### config.mk
export PLATFORM = sky130hd
export DESIGN_NAME = jsm_lane_mapper
export DESIGN_NICKNAME = d
export VERILOG_FILES = /design/src/hw/jsm_pkg.sv /design/src/hw/jsm_lane_mapper.sv /design/src/hw/jsm_mode_decode.sv /design/src/hw/jsm_lane_serializer.sv
export SDC_FILE = /design/constraint.sdc
export NUM_CORES = 1
export LEC_CHECK = 0
export ABC_AREA = 1
export BUFFER_PORTS_ARGS = -buffer_cell sky130_fd_sc_hd__buf_2
export CORE_MARGIN = 3
export CORE_UTILIZATION = 57
export DETAILED_ROUTE_END_ITERATION = 8
export GPL_TIMING_DRIVEN = 0
export PLACE_DENSITY = 0.86
export SETUP_SLACK_MARGIN = 0.5
export SYNTH_ARGS = -nofsm -noshare
export SYNTH_HDL_FRONTEND = slang
export SYNTH_SLANG_ARGS = --single-unit
### constraint.sdc
create_clock -name clk -period 5.85 [get_ports clk]
set_input_delay 1.17 -clock clk [delete_from_list [all_inputs] [get_ports clk]]
set_output_delay 1.17 -clock clk [all_outputs]
set_load 0.05 [all_outputs]
### src/hw/jsm_pkg.sv
package jsm_pkg;

    // ----------------------------------------
    // Link geometry
    // ----------------------------------------
    localparam int JSM_LANES = 8; // Lanes per link
    localparam int JSM_SAMPLES = 8; // Samples per frame slot
    localparam int JSM_MAP_LANES = 4; // Lanes fed by the direct mapping
    localparam logic [2:0] JSM_BIT_LAST = 3'h7; // Last bit of an octet, MSB sent first
    localparam logic [2:0] JSM_BIT_FIRST = 3'h0; // First bit slot of an octet

    // ----------------------------------------
    // Mode codes
    // ----------------------------------------
    localparam logic [6:0] JSM_MODE_S8L = 7'h05; // Single channel, 8 lanes, 8b/10b
    localparam logic [6:0] JSM_MODE_S16L = 7'h06; // Single channel, 16 lanes, 8b/10b
    localparam logic [6:0] JSM_MODE_D8L = 7'h07; // Dual channel, 8 lanes, 8b/10b
    localparam logic [6:0] JSM_MODE_D16L = 7'h08; // Dual channel, 16 lanes, 8b/10b
    localparam logic [6:0] JSM_MODE_S4L_64 = 7'h22; // Single channel, 4 lanes, 64b/66b
    localparam logic [6:0] JSM_MODE_D4L_64 = 7'h23; // Dual channel, 4 lanes, 64b/66b
    localparam logic [6:0] JSM_MODE_S8L_64 = 7'h2C; // Single channel, 8 lanes, 64b/66b
    localparam logic [6:0] JSM_MODE_D8L_64 = 7'h2D; // Dual channel, 8 lanes, 64b/66b
    localparam logic [6:0] JSM_MODE_S16L_64 = 7'h32; // Single channel, 16 lanes, 64b/66b
    localparam logic [6:0] JSM_MODE_D16L_64 = 7'h33; // Dual channel, 16 lanes, 64b/66b

    // ----------------------------------------
    // Multiframe length
    // ----------------------------------------
    localparam logic [8:0] JSM_K_MIN = 9'h020; // Least frames per multiframe
    localparam logic [8:0] JSM_K_MAX = 9'h100; // Most frames per multiframe
    localparam logic [3:0] JSM_K_STEP_MASK = 4'hF; // Step of 16 frames
    localparam int JSM_K64_OCTETS = 256; // Octets per extended multiblock unit
    localparam int JSM_EMB = 1; // Extended multiblocks per multiframe
    localparam int JSM_F = 1; // Octets per frame, every mode
    localparam logic [3:0] JSM_L4 = 4'h4; // Four lanes per link
    localparam logic [3:0] JSM_L8 = 4'h8; // Eight lanes per link
    localparam logic [3:0] JSM_L2 = 4'h2; // Two lanes per link

    // ----------------------------------------
    // Carriers
    // ----------------------------------------
    typedef logic [7:0] jsm_octet_t; // One offset-binary sample
    typedef jsm_octet_t [JSM_SAMPLES-1:0] jsm_frame_t; // Samples of one frame slot
    typedef logic [JSM_LANES-1:0][2:0] jsm_lid_t; // Lane identifier per lane

    typedef struct packed {
        logic supported; // Code is a listed mode
        logic enc64; // 64b/66b encoding
        logic direct_map; // Even/odd split mapping applies
        logic [3:0] lanes; // Lanes used per link
        logic [8:0] k_frames; // Frames per multiframe
        logic k_legal; // Multiframe setting within range and step
    } jsm_mode_t;

    typedef struct packed {
        logic [7:0] did_a; // Device identifier of link A
        logic [7:0] did_b; // Device identifier of link B
    } jsm_link_id_t;

    typedef enum logic [1:0] {
        JSM_ST_IDLE = 2'b00, // Capturing configuration
        JSM_ST_RUN = 2'b01, // Streaming frames
        JSM_ST_FAULT = 2'b10 // Unlisted mode code
    } jsm_state_t;

    // Lane mask for the lowest n lanes
    function automatic logic [JSM_LANES-1:0] jsm_lane_mask(input logic [3:0] n);
        logic [JSM_LANES-1:0] m;
        m = '0;
        for (int i = 0; i < JSM_LANES; i++) begin
            m[i] = (4'(i) < n);
        end
        return m;
    endfunction

    // Lane identifier from physical index
    function automatic logic [2:0] jsm_lane_id(input int idx);
        return 3'(idx);
    endfunction

endpackage

### src/hw/jsm_lane_mapper.sv
// How it works
// - One mode code sets the whole link
// - 8b/10b multiframe length taken from programmed setting
// - Sixteen lanes, two links, both always driven
// - Lowest lanes powered, data only in modes 5 and 44, zeros in other modes; lanes above the count powered down
// - Link A identifier equals programmed setting
// - Link B identifier is setting plus one
// - Samples are 8-bit octets per mode format
// - Tail bit positions always zero
// - Samples sent MSB first, LSB last
// - Mode 5: even samples A0-3, odd B0-3
// - Mode 44 maps like mode 5
// - Mode 5 multiframe 32 to 256, step 16; other settings still run, only k_legal flags them
// - 64b/66b multiframe fixed by formula
`timescale 1ns/10ps
module jsm_lane_mapper import jsm_pkg::*; (
    input wire logic clk,
    input wire logic nrst,
    input wire logic clk_en,
    input wire logic [6:0] link_mode_select,
    input wire logic [7:0] multiframe_length_minus_one,
    input wire logic [7:0] device_id_setting,
    input wire logic sample_valid,
    input wire jsm_frame_t sample_frame,
    output logic sample_ready,
    output logic [JSM_LANES-1:0] link_a_lane_output,
    output logic [JSM_LANES-1:0] link_b_lane_output,
    output logic [JSM_LANES-1:0] link_a_lane_on,
    output logic [JSM_LANES-1:0] link_b_lane_on,
    output jsm_lid_t link_lane_id,
    output jsm_link_id_t link_ids,
    output jsm_mode_t link_cfg,
    output logic mode_fault,
    output logic multiframe_end
);

    // ----------------------------------------
    // Reset release
    // ----------------------------------------
    logic [1:0] rst_s_q; // Release shifter
    logic rst_n; // Synchronised reset

    // Two flops on the release edge
    always_ff @(posedge clk or negedge nrst) begin
        if (!nrst) begin
            rst_s_q <= 2'h0;
        end else begin
            rst_s_q <= {rst_s_q[0], 1'b1};
        end
    end
    assign rst_n = rst_s_q[1];

    // ----------------------------------------
    // Configuration
    // ----------------------------------------
    jsm_mode_t cfg_new; // Decoded from the live inputs
    jsm_mode_t cfg_q, cfg_d; // Active configuration
    logic [6:0] mode_q, mode_d; // Active mode code
    jsm_link_id_t ids_q, ids_d; // Identifiers of both links
    jsm_state_t st_q, st_d; // Control state

    // Table lookup of the live code
    jsm_mode_decode u_decode (
        .mode(link_mode_select),
        .km1(multiframe_length_minus_one),
        .cfg(cfg_new)
    );

    // Capture in idle, restart on any code change
    always_comb begin
        st_d = st_q;
        cfg_d = cfg_q;
        mode_d = mode_q;
        ids_d = ids_q;
        unique case (st_q)
            // Take the whole setup from the code
            JSM_ST_IDLE: begin
                cfg_d = cfg_new;
                mode_d = link_mode_select;
                ids_d.did_a = device_id_setting;
                ids_d.did_b = device_id_setting + 8'h01;
                st_d = cfg_new.supported ? JSM_ST_RUN : JSM_ST_FAULT;
            end
            // Stream, or hold the fault, until the setup changes
            JSM_ST_RUN, JSM_ST_FAULT: begin
                if (link_mode_select != mode_q
                    || multiframe_length_minus_one != (cfg_q.k_frames[7:0] - 8'h01)
                        && !cfg_q.enc64
                    || device_id_setting != ids_q.did_a) begin
                    st_d = JSM_ST_IDLE;
                end
            end
            // Illegal state encoding
            default: begin
                st_d = JSM_ST_IDLE;
            end
        endcase
    end

    // Register configuration state
    always_ff @(posedge clk or negedge rst_n) begin
        if (!rst_n) begin
            st_q <= JSM_ST_IDLE;
            cfg_q <= '0;
            mode_q <= 7'h00;
            ids_q <= '0;
        end else if (clk_en) begin
            st_q <= st_d;
            cfg_q <= cfg_d;
            mode_q <= mode_d;
            ids_q <= ids_d;
        end
    end

    // ----------------------------------------
    // Frame slot timing
    // ----------------------------------------
    logic [2:0] bit_q, bit_d; // Bit slot in the octet
    logic [8:0] fr_q, fr_d; // Frame in the multiframe
    logic mf_q, mf_d; // Multiframe end pulse
    logic slot; // New octet loads now
    logic [8:0] k_last; // Last frame index

    assign k_last = cfg_q.k_frames - 9'h001;
    assign slot = (st_q == JSM_ST_RUN) && (bit_q == JSM_BIT_LAST);
    assign sample_ready = slot;

    // Count bits and frames
    always_comb begin
        bit_d = bit_q;
        fr_d = fr_q;
        mf_d = 1'b0;
        if (st_q != JSM_ST_RUN) begin
            bit_d = JSM_BIT_LAST;
            fr_d = 9'h000;
        end else begin
            bit_d = bit_q + 3'h1;
            if (slot) begin
                // One octet per lane per frame
                mf_d = (fr_q == k_last);
                fr_d = (fr_q == k_last) ? 9'h000 : fr_q + 9'h001;
            end
        end
    end

    // Register slot timing
    always_ff @(posedge clk or negedge rst_n) begin
        if (!rst_n) begin
            bit_q <= JSM_BIT_LAST;
            fr_q <= 9'h000;
            mf_q <= 1'b0;
        end else if (clk_en) begin
            bit_q <= bit_d;
            fr_q <= fr_d;
            mf_q <= mf_d;
        end
    end

    // ----------------------------------------
    // Lane power and identifiers
    // ----------------------------------------
    logic [JSM_LANES-1:0] on_q, on_d; // Lanes powered, per link
    jsm_lid_t lid_q, lid_d; // Lane identifiers

    // Low lanes on while streaming, both links alike
    always_comb begin
        on_d = (st_q == JSM_ST_RUN) ? jsm_lane_mask(cfg_q.lanes) : '0;
        for (int i = 0; i < JSM_LANES; i++) begin
            lid_d[i] = jsm_lane_id(i);
        end
    end

    // Register power and identifiers
    always_ff @(posedge clk or negedge rst_n) begin
        if (!rst_n) begin
            on_q <= '0;
            lid_q <= '0;
        end else if (clk_en) begin
            on_q <= on_d;
            lid_q <= lid_d;
        end
    end

    // ----------------------------------------
    // Sample mapping and serialisers
    // ----------------------------------------
    jsm_octet_t [JSM_LANES-1:0] oct_a; // Octet for each link A lane
    jsm_octet_t [JSM_LANES-1:0] oct_b; // Octet for each link B lane
    logic take; // Frame carries samples

    assign take = slot && sample_valid && cfg_q.direct_map;

    genvar g;
    generate
        for (g = 0; g < JSM_LANES; g++) begin : g_lane
            if (g < JSM_MAP_LANES) begin : g_map
                // Even samples to A, odd samples to B
                assign oct_a[g] = take ? sample_frame[2*g] : '0;
                assign oct_b[g] = take ? sample_frame[2*g+1] : '0;
            end else begin : g_zero
                // No mapping reaches these lanes
                assign oct_a[g] = '0;
                assign oct_b[g] = '0;
            end
            // Link A lane, powered from the next power state so the first slot loads
            jsm_lane_serializer u_ser_a (
                .clk(clk),
                .rst_n(rst_n),
                .clk_en(clk_en),
                .lane_on(on_d[g]),
                .load(slot),
                .octet(oct_a[g]),
                .ser_bit(link_a_lane_output[g])
            );
            // Link B lane
            jsm_lane_serializer u_ser_b (
                .clk(clk),
                .rst_n(rst_n),
                .clk_en(clk_en),
                .lane_on(on_d[g]),
                .load(slot),
                .octet(oct_b[g]),
                .ser_bit(link_b_lane_output[g])
            );
        end
    endgenerate

    // ----------------------------------------
    // Outputs
    // ----------------------------------------
    assign link_a_lane_on = on_q;
    assign link_b_lane_on = on_q;
    assign link_lane_id = lid_q;
    assign link_ids = ids_q;
    assign link_cfg = cfg_q;
    assign mode_fault = (st_q == JSM_ST_FAULT);
    assign multiframe_end = mf_q;

    // ----------------------------------------
    // Checks
    // ----------------------------------------
    AST_ONE_CODE: assert property (@(posedge clk) disable iff (!rst_n)
        (st_q == JSM_ST_RUN && $past(st_q) == JSM_ST_RUN) |-> $stable(mode_q) && $stable(cfg_q))
        else $error("Configuration changed while streaming");

    AST_K_PROG: assert property (@(posedge clk) disable iff (!rst_n)
        (st_q == JSM_ST_RUN && !cfg_q.enc64)
            |-> cfg_q.k_frames == {1'b0, $past(multiframe_length_minus_one)} + 9'h001)
        else $error("Multiframe length not from setting");

    AST_BOTH_LINKS: assert property (@(posedge clk) disable iff (!rst_n)
        (st_q == JSM_ST_RUN) |=> link_a_lane_on[0] && link_b_lane_on[0])
        else $error("A link is not driven");

    AST_LOW_LANES: assert property (@(posedge clk) disable iff (!rst_n)
        (st_q == JSM_ST_RUN && $past(st_q) == JSM_ST_RUN)
            |-> link_a_lane_on == jsm_lane_mask(cfg_q.lanes) && link_b_lane_on == link_a_lane_on)
        else $error("Lane power does not match mode");

    AST_OFF_QUIET: assert property (@(posedge clk) disable iff (!rst_n)
        ((link_a_lane_output & ~link_a_lane_on) == '0) && ((link_b_lane_output & ~link_b_lane_on) == '0))
        else $error("Powered-down lane toggles");

    AST_DID_A: assert property (@(posedge clk) disable iff (!rst_n)
        (st_q == JSM_ST_RUN) |-> link_ids.did_a == $past(device_id_setting))
        else $error("Link A identifier wrong");

    AST_DID_B: assert property (@(posedge clk) disable iff (!rst_n)
        (st_q != JSM_ST_IDLE) |-> link_ids.did_b == link_ids.did_a + 8'h01)
        else $error("Link B identifier wrong");

    AST_MSB_FIRST: assert property (@(posedge clk) disable iff (!rst_n)
        (take && clk_en && on_q[0]) |=> link_a_lane_output[0] == $past(sample_frame[0][7])
            && link_b_lane_output[0] == $past(sample_frame[1][7]))
        else $error("Sample not sent MSB first");

    AST_EVEN_ODD: assert property (@(posedge clk) disable iff (!rst_n)
        (take && clk_en && on_q[3]) |=> link_a_lane_output[3] == $past(sample_frame[6][7])
            && link_b_lane_output[3] == $past(sample_frame[7][7]))
        else $error("Even/odd lane mapping wrong");

    AST_TAIL_ZERO: assert property (@(posedge clk) disable iff (!rst_n)
        (slot && clk_en && !take) |=> link_a_lane_output == '0 && link_b_lane_output == '0)
        else $error("Idle frame not zero");

    AST_MODE44: assert property (@(posedge clk) disable iff (!rst_n)
        (st_q == JSM_ST_RUN && (mode_q == JSM_MODE_S8L_64 || mode_q == JSM_MODE_S8L)) |-> cfg_q.direct_map)
        else $error("Mode lost its mapping");

    AST_K64: assert property (@(posedge clk) disable iff (!rst_n)
        (st_q == JSM_ST_RUN && cfg_q.enc64) |-> cfg_q.k_frames == JSM_K_MAX)
        else $error("64b/66b multiframe wrong");

    AST_LID: assert property (@(posedge clk) disable iff (!rst_n)
        (st_q == JSM_ST_RUN) |-> link_lane_id[7] == 3'h7 && link_lane_id[2] == 3'h2)
        else $error("Lane identifier wrong");

    COV_MODE5: cover property (@(posedge clk) disable iff (!rst_n)
        take && mode_q == JSM_MODE_S8L);
    COV_MODE44: cover property (@(posedge clk) disable iff (!rst_n)
        take && mode_q == JSM_MODE_S8L_64);
    COV_MF_END: cover property (@(posedge clk) disable iff (!rst_n) multiframe_end);
    COV_FAULT: cover property (@(posedge clk) disable iff (!rst_n) mode_fault);

endmodule

### src/hw/jsm_mode_decode.sv
`timescale 1ns/10ps
module jsm_mode_decode import jsm_pkg::*; (
    input wire logic [6:0] mode,
    input wire logic [7:0] km1,
    output jsm_mode_t cfg
);

    // ----------------------------------------
    // Mode table
    // ----------------------------------------

    // Multiframe length from the programmed setting
    logic [8:0] k_prog;
    assign k_prog = {1'b0, km1} + 9'h001;

    // Whole configuration from one code
    always_comb begin
        cfg = '0;
        unique case (mode)
            // 8b/10b modes with programmable multiframe
            JSM_MODE_S8L, JSM_MODE_D8L: begin
                cfg.lanes = JSM_L4;
            end
            JSM_MODE_S16L, JSM_MODE_D16L: begin
                cfg.lanes = JSM_L8;
            end
            // 64b/66b modes
            JSM_MODE_S4L_64, JSM_MODE_D4L_64: begin
                cfg.lanes = JSM_L2;
                cfg.enc64 = 1'b1;
            end
            JSM_MODE_S8L_64, JSM_MODE_D8L_64: begin
                cfg.lanes = JSM_L4;
                cfg.enc64 = 1'b1;
            end
            JSM_MODE_S16L_64, JSM_MODE_D16L_64: begin
                cfg.lanes = JSM_L8;
                cfg.enc64 = 1'b1;
            end
            // Reserved code
            default: begin
                cfg.lanes = 4'h0;
            end
        endcase
        cfg.supported = (cfg.lanes != 4'h0);
        cfg.direct_map = (mode == JSM_MODE_S8L) || (mode == JSM_MODE_S8L_64);
        if (cfg.enc64) begin
            cfg.k_frames = 9'(JSM_K64_OCTETS * JSM_EMB / JSM_F);
            cfg.k_legal = 1'b1;
        end else begin
            cfg.k_frames = k_prog;
            cfg.k_legal = (k_prog >= JSM_K_MIN) && (k_prog <= JSM_K_MAX)
                && ((k_prog[3:0] & JSM_K_STEP_MASK) == 4'h0);
        end
    end

endmodule

### src/hw/jsm_lane_serializer.sv
`timescale 1ns/10ps
module jsm_lane_serializer import jsm_pkg::*; (
    input wire logic clk,
    input wire logic rst_n,
    input wire logic clk_en,
    input wire logic lane_on,
    input wire logic load,
    input wire jsm_octet_t octet,
    output logic ser_bit
);

    // ----------------------------------------
    // Shift register
    // ----------------------------------------
    jsm_octet_t sh_q; // Octet being sent
    jsm_octet_t sh_d; // Next contents

    // Load, shift left with zero fill, or stay quiet when off
    always_comb begin
        sh_d = sh_q;
        if (!lane_on) begin
            sh_d = '0;
        end else if (load) begin
            sh_d = octet;
        end else begin
            sh_d = {sh_q[6:0], 1'b0};
        end
    end

    // Register the shift state
    always_ff @(posedge clk or negedge rst_n) begin
        if (!rst_n) begin
            sh_q <= '0;
        end else if (clk_en) begin
            sh_q <= sh_d;
        end
    end

    // Most significant bit leaves first
    assign ser_bit = sh_q[7];

endmodule

* Yosys cells after proc, flatten, opt, wreduce, memory -nomap -nowiden
Cells that the tools add are included.
** Cells by class
- $add $sub $neg :: 6
- Order comparisons :: 10
- Equal/unequal tests :: 19
- Multiplexer cells :: 53
- Reduce and logical (&&, ||, !) cells :: 22
** Operators by type and width (number)
- 8-bit 2-to-1 mux :: 41
- 7-bit by 6-bit == test with 1-bit output, second input constant :: 6
- 9-bit 2-to-1 mux :: 3
- 7-bit by 3-bit == test with 1-bit output, second input constant :: 3
- 3-bit by 4-bit less-than comparator with 1-bit output, first input constant :: 4
- 8-bit inequality test :: 2
- 4-bit one-hot mux with 3 select lines :: 1
- 10-bit 2-to-1 mux :: 1
- 8-bit by 1-bit adder with 9-bit output, second input constant :: 1
- 9-bit by 1-bit adder with 9-bit output, second input constant :: 1
- 9-bit == test :: 1
- 9-bit by 6-bit >= comparator with 1-bit output, second input constant :: 1
- 9-bit <= comparator, second input constant :: 1
- 9-bit by 1-bit subtractor with 9-bit output, second input constant :: 1
- 8-bit by 1-bit adder with 8-bit output, second input constant :: 1
- 1-bit by 4-bit less-than comparator with 1-bit output, first input constant :: 2
- 2-bit by 4-bit less-than comparator with 1-bit output, first input constant :: 2
- 4-bit OR reduction :: 2
- 8-bit by 1-bit subtractor with 8-bit output, second input constant :: 1
- 7-bit by 4-bit == test with 1-bit output, second input constant :: 1
- 7-bit inequality test :: 1
- 1-bit logical AND :: 6
- 2-bit AND reduction :: 3
- 6-bit OR reduction :: 1
- other kinds (17) :: 23
** Word-level totals
- Flip-flop bits (word level) :: 196
- Bits of input ports :: 91
- Output and inout port bits :: 92

* Logic depth before layout (Yosys ltp)
Gate-level depths: netlist of the first run.
- Depth after elaboration :: 7
- Depth in mapped cells :: 16
- Gate-level depth less buffers :: 16

* By module
Synthesis of the first run repeated with hierarchy kept, for this count alone.
** Second synthesis, totals
- Cells, all modules :: 1727
- Area total of the unflattened synthesis :: 11609.9 um^2
** By module, submodules not included
- jsm_lane_serializer :: instances 16, cells an instance 64, area an instance 431.7 um^2, seq. area each 200.2 um^2
- jsm_lane_mapper :: instances 1, cells an instance 616, area an instance 4271.6 um^2, seq. area each 1655.3 um^2
- jsm_mode_decode :: instances 1, cells an instance 87, area an instance 431.7 um^2, seq. area each 0.0 um^2

* Worst setup path after synthesis of the first run
Ideal clock, no wire load.
- Path kind :: register to output
- Start :: register bit_q[0]
- End :: output sample_ready
- Arrival time :: 1.622 ns
- Data required time :: 4.680 ns
- Slack :: 3.058 ns
- Stages on the path, launching flop included :: 7
- Buffers on the path :: 2
- Path through :: dfstp_2 -> ha_1 -> ha_1 -> nand2_1 -> buf_2 -> buf_1 -> inv_1
** On the way
- Word-level cells in the longest chain between the ends :: 2
** RTL lines
- start: declaration :: RTL line jsm_lane_mapper.sv:118 : logic [2:0] bit_q, bit_d;
- start signal: assignment :: RTL line jsm_lane_mapper.sv:153 : bit_q <= bit_d;
- 3-bit == test :: RTL line jsm_lane_mapper.sv:125 : assign slot = (st_q == JSM_ST_RUN) && (bit_q == JSM_BIT_LAST);
- 1-bit logical AND :: RTL line jsm_lane_mapper.sv:125
- end: declaration :: RTL line jsm_lane_mapper.sv:25 : output logic sample_ready,
No other way between the ends.

* Worst setup path after layout of the first run
Ends and elaborated chain as after synthesis.

==> results of run 1 <==
[worst register-to-register path, delay by kind of cell (launching register included)]
family / cells / cell delay (ps)
fa+ha+maj: 2 / 400
flops: 1 / 370
simple gates: 1 / 190
compound gates: 2 / 400
buf+inv: 2 / 690
[sequential cells by signal, summed over array words and instances, names as in the netlist]
signal,cells
st_q,2
link_lane_id,1
multiframe_end,1
mode_q,7
g_lane.u_ser_a.sh_q,32
rst_s_q,2
g_lane.u_ser_b.sh_q,32
fr_q,9
link_a_lane_on,4
link_cfg,16
link_ids,16
bit_q,3
[synth_stat cells, drive strengths merged, types with 2 or more instances]
master	n
nand2	195
nand3b	8
xor2	19
dfrtp	122
clkbuf	19
ha	10
inv	59
a21oi	3
buf	65
nand3	41
o22ai	5
nor3	8
or2	3
o21ai	96
nor2	39
a32o	4
dfstp	3
o22a	2
nand4	7
conb	2
a22oi	56
a31oi	3
xnor2	9
[layout make-up]
| cell class | instances | area share [%] |
|---|---|---|
| clock buffer | 19 | 5.24 |
| multi-input combinational | 536 | 34.1 |
| inverter | 60 | 2.66 |
| sequential | 125 | 37.1 |
| timing repair buffer | 161 | 9.79 |
| clock inverter | 13 | 2.81 |
| tap | 140 | 2.07 |
| buffer | 84 | 6.23 |
[metal layers]
metal	up-vias	global-route usage [%]	wire length (um)
met5	-	0	0
met4	0	9.26	331
met3	30	6.98	1450
met2	282	43.8	8450
met1	2933	35.1	7120
li1	2955	-	-
[path summary, 6_finish.rpt]
check	start	to	slack, ps
setup / recovery	bit_q[0]	sample_ready	2350
setup reg to reg	bit_q[0]	g_lane[2].u_ser_a.sh_q[1]	3700
max in group asynchronous	rst_s_q[1]	bit_q[2]	4590
min in group asynchronous	rst_s_q[1]	g_lane[1].u_ser_a.sh_q[3]	430
hold reg to reg	rst_s_q[0]	rst_s_q[1]	370
hold / removal	rst_s_q[0]	rst_s_q[1]	370
[per-stage QoR]
stage	instance area [um^2]	hold WS [ps]	util (%)	std cells
floorplan	6770	331	-	805
global placement	7740	335	69.3	1105
detailed placement	7780	358	69.6	1106
CTS	8460	375	75.7	1138
global route	8460	389	75.7	1138
finish	8460	373	75.7	1138
[kinds of logic (layout without fill, tap and decap cells)]
logic type                 Yosys count  count (layout)
and+or+nand+nor                    303             303
AOI/OAI and AO/OA                  173             173
buffers and inverters              144             337
DFF                                125             125
xor gates and xnor gates            28              28
adders and majority gates           10              10
other                                2              22
[power by group]
group / total [mW] / internal [mW] / switching [mW]
Combinational: 0.752 / 0.211 / 0.541
Clock: 1.21 / 0.813 / 0.398
Sequential: 1.04 / 0.947 / 0.0880
Total: 3.00 / 1.97 / 1.03
==> metrics.yaml, run 1 <==
max_stage_delay_ps: 410
slew_headroom_pct: 47.2
critical_path.cell_chain: "ha_1 -> ha_1 -> nand2_1 -> buf_2 -> buf_1 -> inv_1 -> buf_2"
drive_gt1_share_pct: 29.4
grt_max_degree: 66
final_common_cell: "nand2_1"
wl_mm: 17.4
hp-class: "flop to flop"
clk_latency_ps: 420
synth_compound_area_share_pct: 15.9
design.core.area_um2: 11200
cp.required_ps: 4680
tightest_slew_ps: 792
ys.warnings.count: 0
yosysSeqAreaShare_pct: 46.8
cts_tree: "done"
postCtsHoldBufs: 0
r2r_cells: 7
fill_cells: 816
die_w_um: 114
clock-sinks: 125
slew_viol_final: 0
path_buf_inv: 4
grt_usage_pct: 26.9
start_util_pct: 59.9
synth_area_leaders: "dfrtp_1 (46%), nand2_1 (10%), a22oi_1 (6.3%)"
setup_viol: 0
numPortBuffers: 160
synth.area.mux_share_pct: 0
syn_area_per_cell_um2: 8.53
finalNetCount: 1086
grt_pass1_wl_mm: 28.0
area_growth_pct: 26.3
hpwl_mm: 12.4
status: "completed"
place.gp.congestion: 0.913
synthAdderAreaFrac_pct: 1.87
cts_buffer_depth: 2
firstDrtPassIters: 5
synth_xor_area_share_pct: 3.78
layout_setup_ws_ps: 2350
die_y_um: 114
peakVddDrop_mv: 0.373
cts_buffers: 17
synth_top_cell_by_area: "dfrtp_1"
synth_cell_types: 45
fmax_ghz: 0.286
path_class: "flop to primary output"
vias: 6200
hold_viol_final: 0
routedWlPerCell_um: 15.2
finalPower_mw: 3.00
vias_per_cell: 5.45
post_cts_resized: 0
synth_top_area_share_pct: 45.6
root_buffer: "clkbuf_16"
grt.overflow.total: 0
antennaDiodeCount: 0
multi_input_area_um2: 2890
rows: 38
ys.flop_type: "dfrtp_1"
clk_pin_slew_ps: 60
synthSimpleGateAreaFrac_pct: 20.3
cp_max_fo: 10
die-area_um2: 13100
htreeDepth: 4
synth_top_family_by_area: "simple AND/OR/NAND/NOR gates"
worstSetupEndpointType: "primary output"
post_cts_buffers: 0
critPathArrivalTime_ps: 2330
finClkSkew_ps: 9.86
grt_pass1_vias: 5773
syn_inst: 785
cp_slowest_cell: "buf_1"
max_cap_viol_count: 0
leakagePower_nw: 4.21
route.detailed.drc: 0
ys_async_sr_fraction_pct: 100
rsz0062_at_grt: "false"
hold_path_depth: 0
antenna_found_initial: 0
worstSetupStartpointType: "flop"
crit_family: "buffers and inverters"
boundaryPins: 183
place_ws_ps: 2760
period_share_pct: 59.8
synth_area_um2: 6690
worst-path-stages: 7
final_cell_mix: "nand2_1 (186), buf_2 (169), dfrtp_1 (121), o21ai_0 (83), a22oi_1 (56)"
min_period_ps: 3500
fin_setup_tns_ps: 0
ant_nets: 0
power_density_nw_per_um2: 355
ys_ff_latch: 125
drt-initial-drc-count: 578
synth-edff-count: 0
regArea_um2: 3140
(Power assumes the default switching activity.)
==> run 2: changes to the inputs <==
Settings changed: CORE_UTILIZATION 57 to 53, PLACE_DENSITY 0.86 to 0.81.
Clock period 5.85 ns to 3.3 ns, I/O delays scaled along.
==> run 2 against run 1 <==
Effect of this change: first-iteration DRC count rose by 24%; register-to-register slack got worse by 2500 ps; flip-flop and latch count did not move; final cell count rose by 2.5%; routed wire length fell by 2.6%; clock skew fell by 3.0 ps; critical path type unchanged; highest routed layer unchanged.
==> metrics.yaml, run 2 (synthesized netlist as in run 1, its figures left out) <==
status: "completed"  # unchanged
p_comb_share_pct: 26.9  # was 25.1%
p_int_mw: 3.20  # was 1.97 mW
die-area_um2: 14000  # was 13,100 um^2
antennaDiodeCount: 0  # unchanged
post_cts_buffers: 0  # unchanged
grt.overflow.total: 0  # unchanged
max_cap_viol_count: 0  # unchanged
clk_pin_slew_ps: 50  # was 60 ps
numPortBuffers: 160  # unchanged
top_regs: "g_lane.u_ser_a.sh_q x32, g_lane.u_ser_b.sh_q x32"  # unchanged
cp_max_fo: 10  # unchanged
ant_nets: 0  # unchanged
power_density_nw_per_um2: 590  # was 355 nW/um^2
peakVddDrop_mv: 0.550  # was 0.373 mV
leakagePower_nw: 4.17  # was 4.21 nW
finClkSkew_ps: 6.88  # was 9.86 ps
vias_per_cell: 5.23  # was 5.45
drt-initial-drc-count: 719  # was 578
placed_cell_area_um2: 7810  # was 7780 um^2
firstDrtPassIters: 5  # unchanged
slew_headroom_pct: 45.5  # was 47.2%
final_common_cell: "nand2_1"  # unchanged
critPathArrivalTime_ps: 2020  # was 2330 ps
setup_viol: 0  # unchanged
period_share_pct: 81.2
final_area_um2: 8390  # was 8460 um^2
hpwl_mm: 12.2  # was 12.4 mm
final_cell_mix: "nand2_1 (185), buf_2 (167), dfrtp_1 (121), o21ai_0 (83), a22oi_1 (56)"  # was nand2_1 (186), buf_2 (169), dfrtp_1 (121), o21ai_0 (83), a22oi_1 (56)
grt_max_degree: 63  # was 66
rows: 40  # was 38
place.gp.congestion: 0.893  # was 0.913
fmax_ghz: 0.373
drive_gt1_share_pct: 29.1  # was 29.4%
rsz0062_at_grt: "false"  # unchanged
fin_setup_tns_ps: 0  # unchanged
die_w_um: 118  # was 114 um
path_class: "flop to primary output"  # unchanged
r2r_slack_ps: 1190  # was 3700 ps
route.detailed.drc: 0  # unchanged
cp.required_ps: 2640  # was 4680 ps
cts_tree: "done"  # unchanged
boundaryPins: 183  # unchanged
r2r_cells: 7  # unchanged
hp-class: "input pin to async pin"  # was flop to flop
area_growth_pct: 25.4  # was 26.3%
postCtsHoldBufs: 0  # unchanged
cts_buffers: 17  # unchanged
antenna_found_initial: 0  # unchanged
root_buffer: "clkbuf_16"  # unchanged
r2r_end: "g_lane[0].u_ser_a.sh_q[6]"  # was g_lane[2].u_ser_a.sh_q[1]
grt_usage_pct: 24.1  # was 26.9%
slew_viol_final: 0  # unchanged
reg2reg_from: "bit_q[0]"  # unchanged
htreeDepth: 4  # unchanged
power_frac_clock_pct: 36.1  # was 40.4%
design.core.area_um2: 12200  # was 11,200 um^2
cts_buffer_depth: 2  # unchanged
min_period_ps: 2680
finalNetCount: 1086  # unchanged
vias: 6099  # was 6,200
hold_viol_final: 0  # unchanged
switching_share_pct: 35.4  # was 34.3%
tightest_slew_ps: 818  # was 792 ps
grt_pass1_vias: 5703  # was 5,773
routedWlPerCell_um: 14.5  # was 15.2 um
clock-sinks: 125  # unchanged
worstSetupEndpointType: "primary output"  # unchanged
wl_mm: 16.9  # was 17.4 mm
worstSetupStartpointType: "flop"  # unchanged
startpoint: "bit_q[0]"  # unchanged
seqPwrFrac_pct: 37.0  # was 34.5%
die_y_um: 118  # was 114 um
grt_pass1_wl_mm: 27.6  # was 28.0 mm
clk_latency_ps: 410  # was 420 ps
p_sw_mw: 1.75  # was 1.03 mW
start_util_pct: 55.0  # was 59.9%
[run 2: changes by cell type in the layout (fill, tap and decap cells not counted), moves of 2 or more]
cell and change:
clkbuf_1 +5, buf_2 -2, bufinv_16 -4, clkinv_4 -3, buf_6 +2, clkinvlp_4 -2
clkinv_2 +4
[run 2: routing by layer]
metal | GRT usage, % | share of wire (%)
met1 | 32.2 | 43
met2 | 39.3 | 48
met3 | 5.93 | 7.6
met4 | 6.52 | 1.1
met5 | 0 | 0
[run 2: through the flow]
step / power [mW] / setup WS (ps) / instances / util [%] / hold WS [ps]
after global placement: 3.16 / 442 / 1133 / 64.0 / 339
after global routing: 5.17 / 524 / 1166 / 69.0 / 9.83
after detailed placement: 3.18 / 696 / 1134 / 64.2 / 336
final: 4.95 / 619 / 1166 / 69.0 / 20.2
after floorplan: 2.83 / 1020 / 805 / - / 331
after CTS: 4.98 / 544 / 1166 / 68.9 / 7.07
[run 2: cell type report]
type / count / area [um^2]
buffer: 84 / 537
tap: 168 / 210
fill: 974 / 3770
clock inverter: 7 / 87.6
timing repair buffer: 161 / 835
sequential: 125 / 3140
clock buffer: 25 / 475
multi-input combinational: 536 / 2890
inverter: 60 / 225
[run 2: worst max path at each step]
stage                                     end  cells after the start
floorplan                        sample_ready                      6
global placement    g_lane[2].u_ser_a.sh_q[7]                      0
detailed placement               sample_ready                      7
CTS                              sample_ready                      7
global route                     sample_ready                      7
finish                           sample_ready                      7
[run 2: critical path: stages, from the launching register on]
cell and delay (ps):
dfstp_2 540, ha_1 150, ha_1 190, nand2_2 130
buf_6 170, clkbuf_4 190, inv_1 80, buf_6 150
[run 2: timing repair]
action | 4_1_cts | 5_1_grt
resized for setup | 4 | 3
pin swaps | 0 | 0
endpoints found under the setup margin | 1 | 1
[run 2: power groups by stage]
stage / Combinational [mW] / Sequential, mW / Clock [mW]
after floorplan: 0.618 / 2.21 / 0
after CTS: 1.34 / 1.83 / 1.81
after global routing: 1.44 / 1.86 / 1.87
after detailed placement: 1.33 / 1.85 / 0
after global placement: 1.29 / 1.87 / 0
final: 1.33 / 1.83 / 1.79
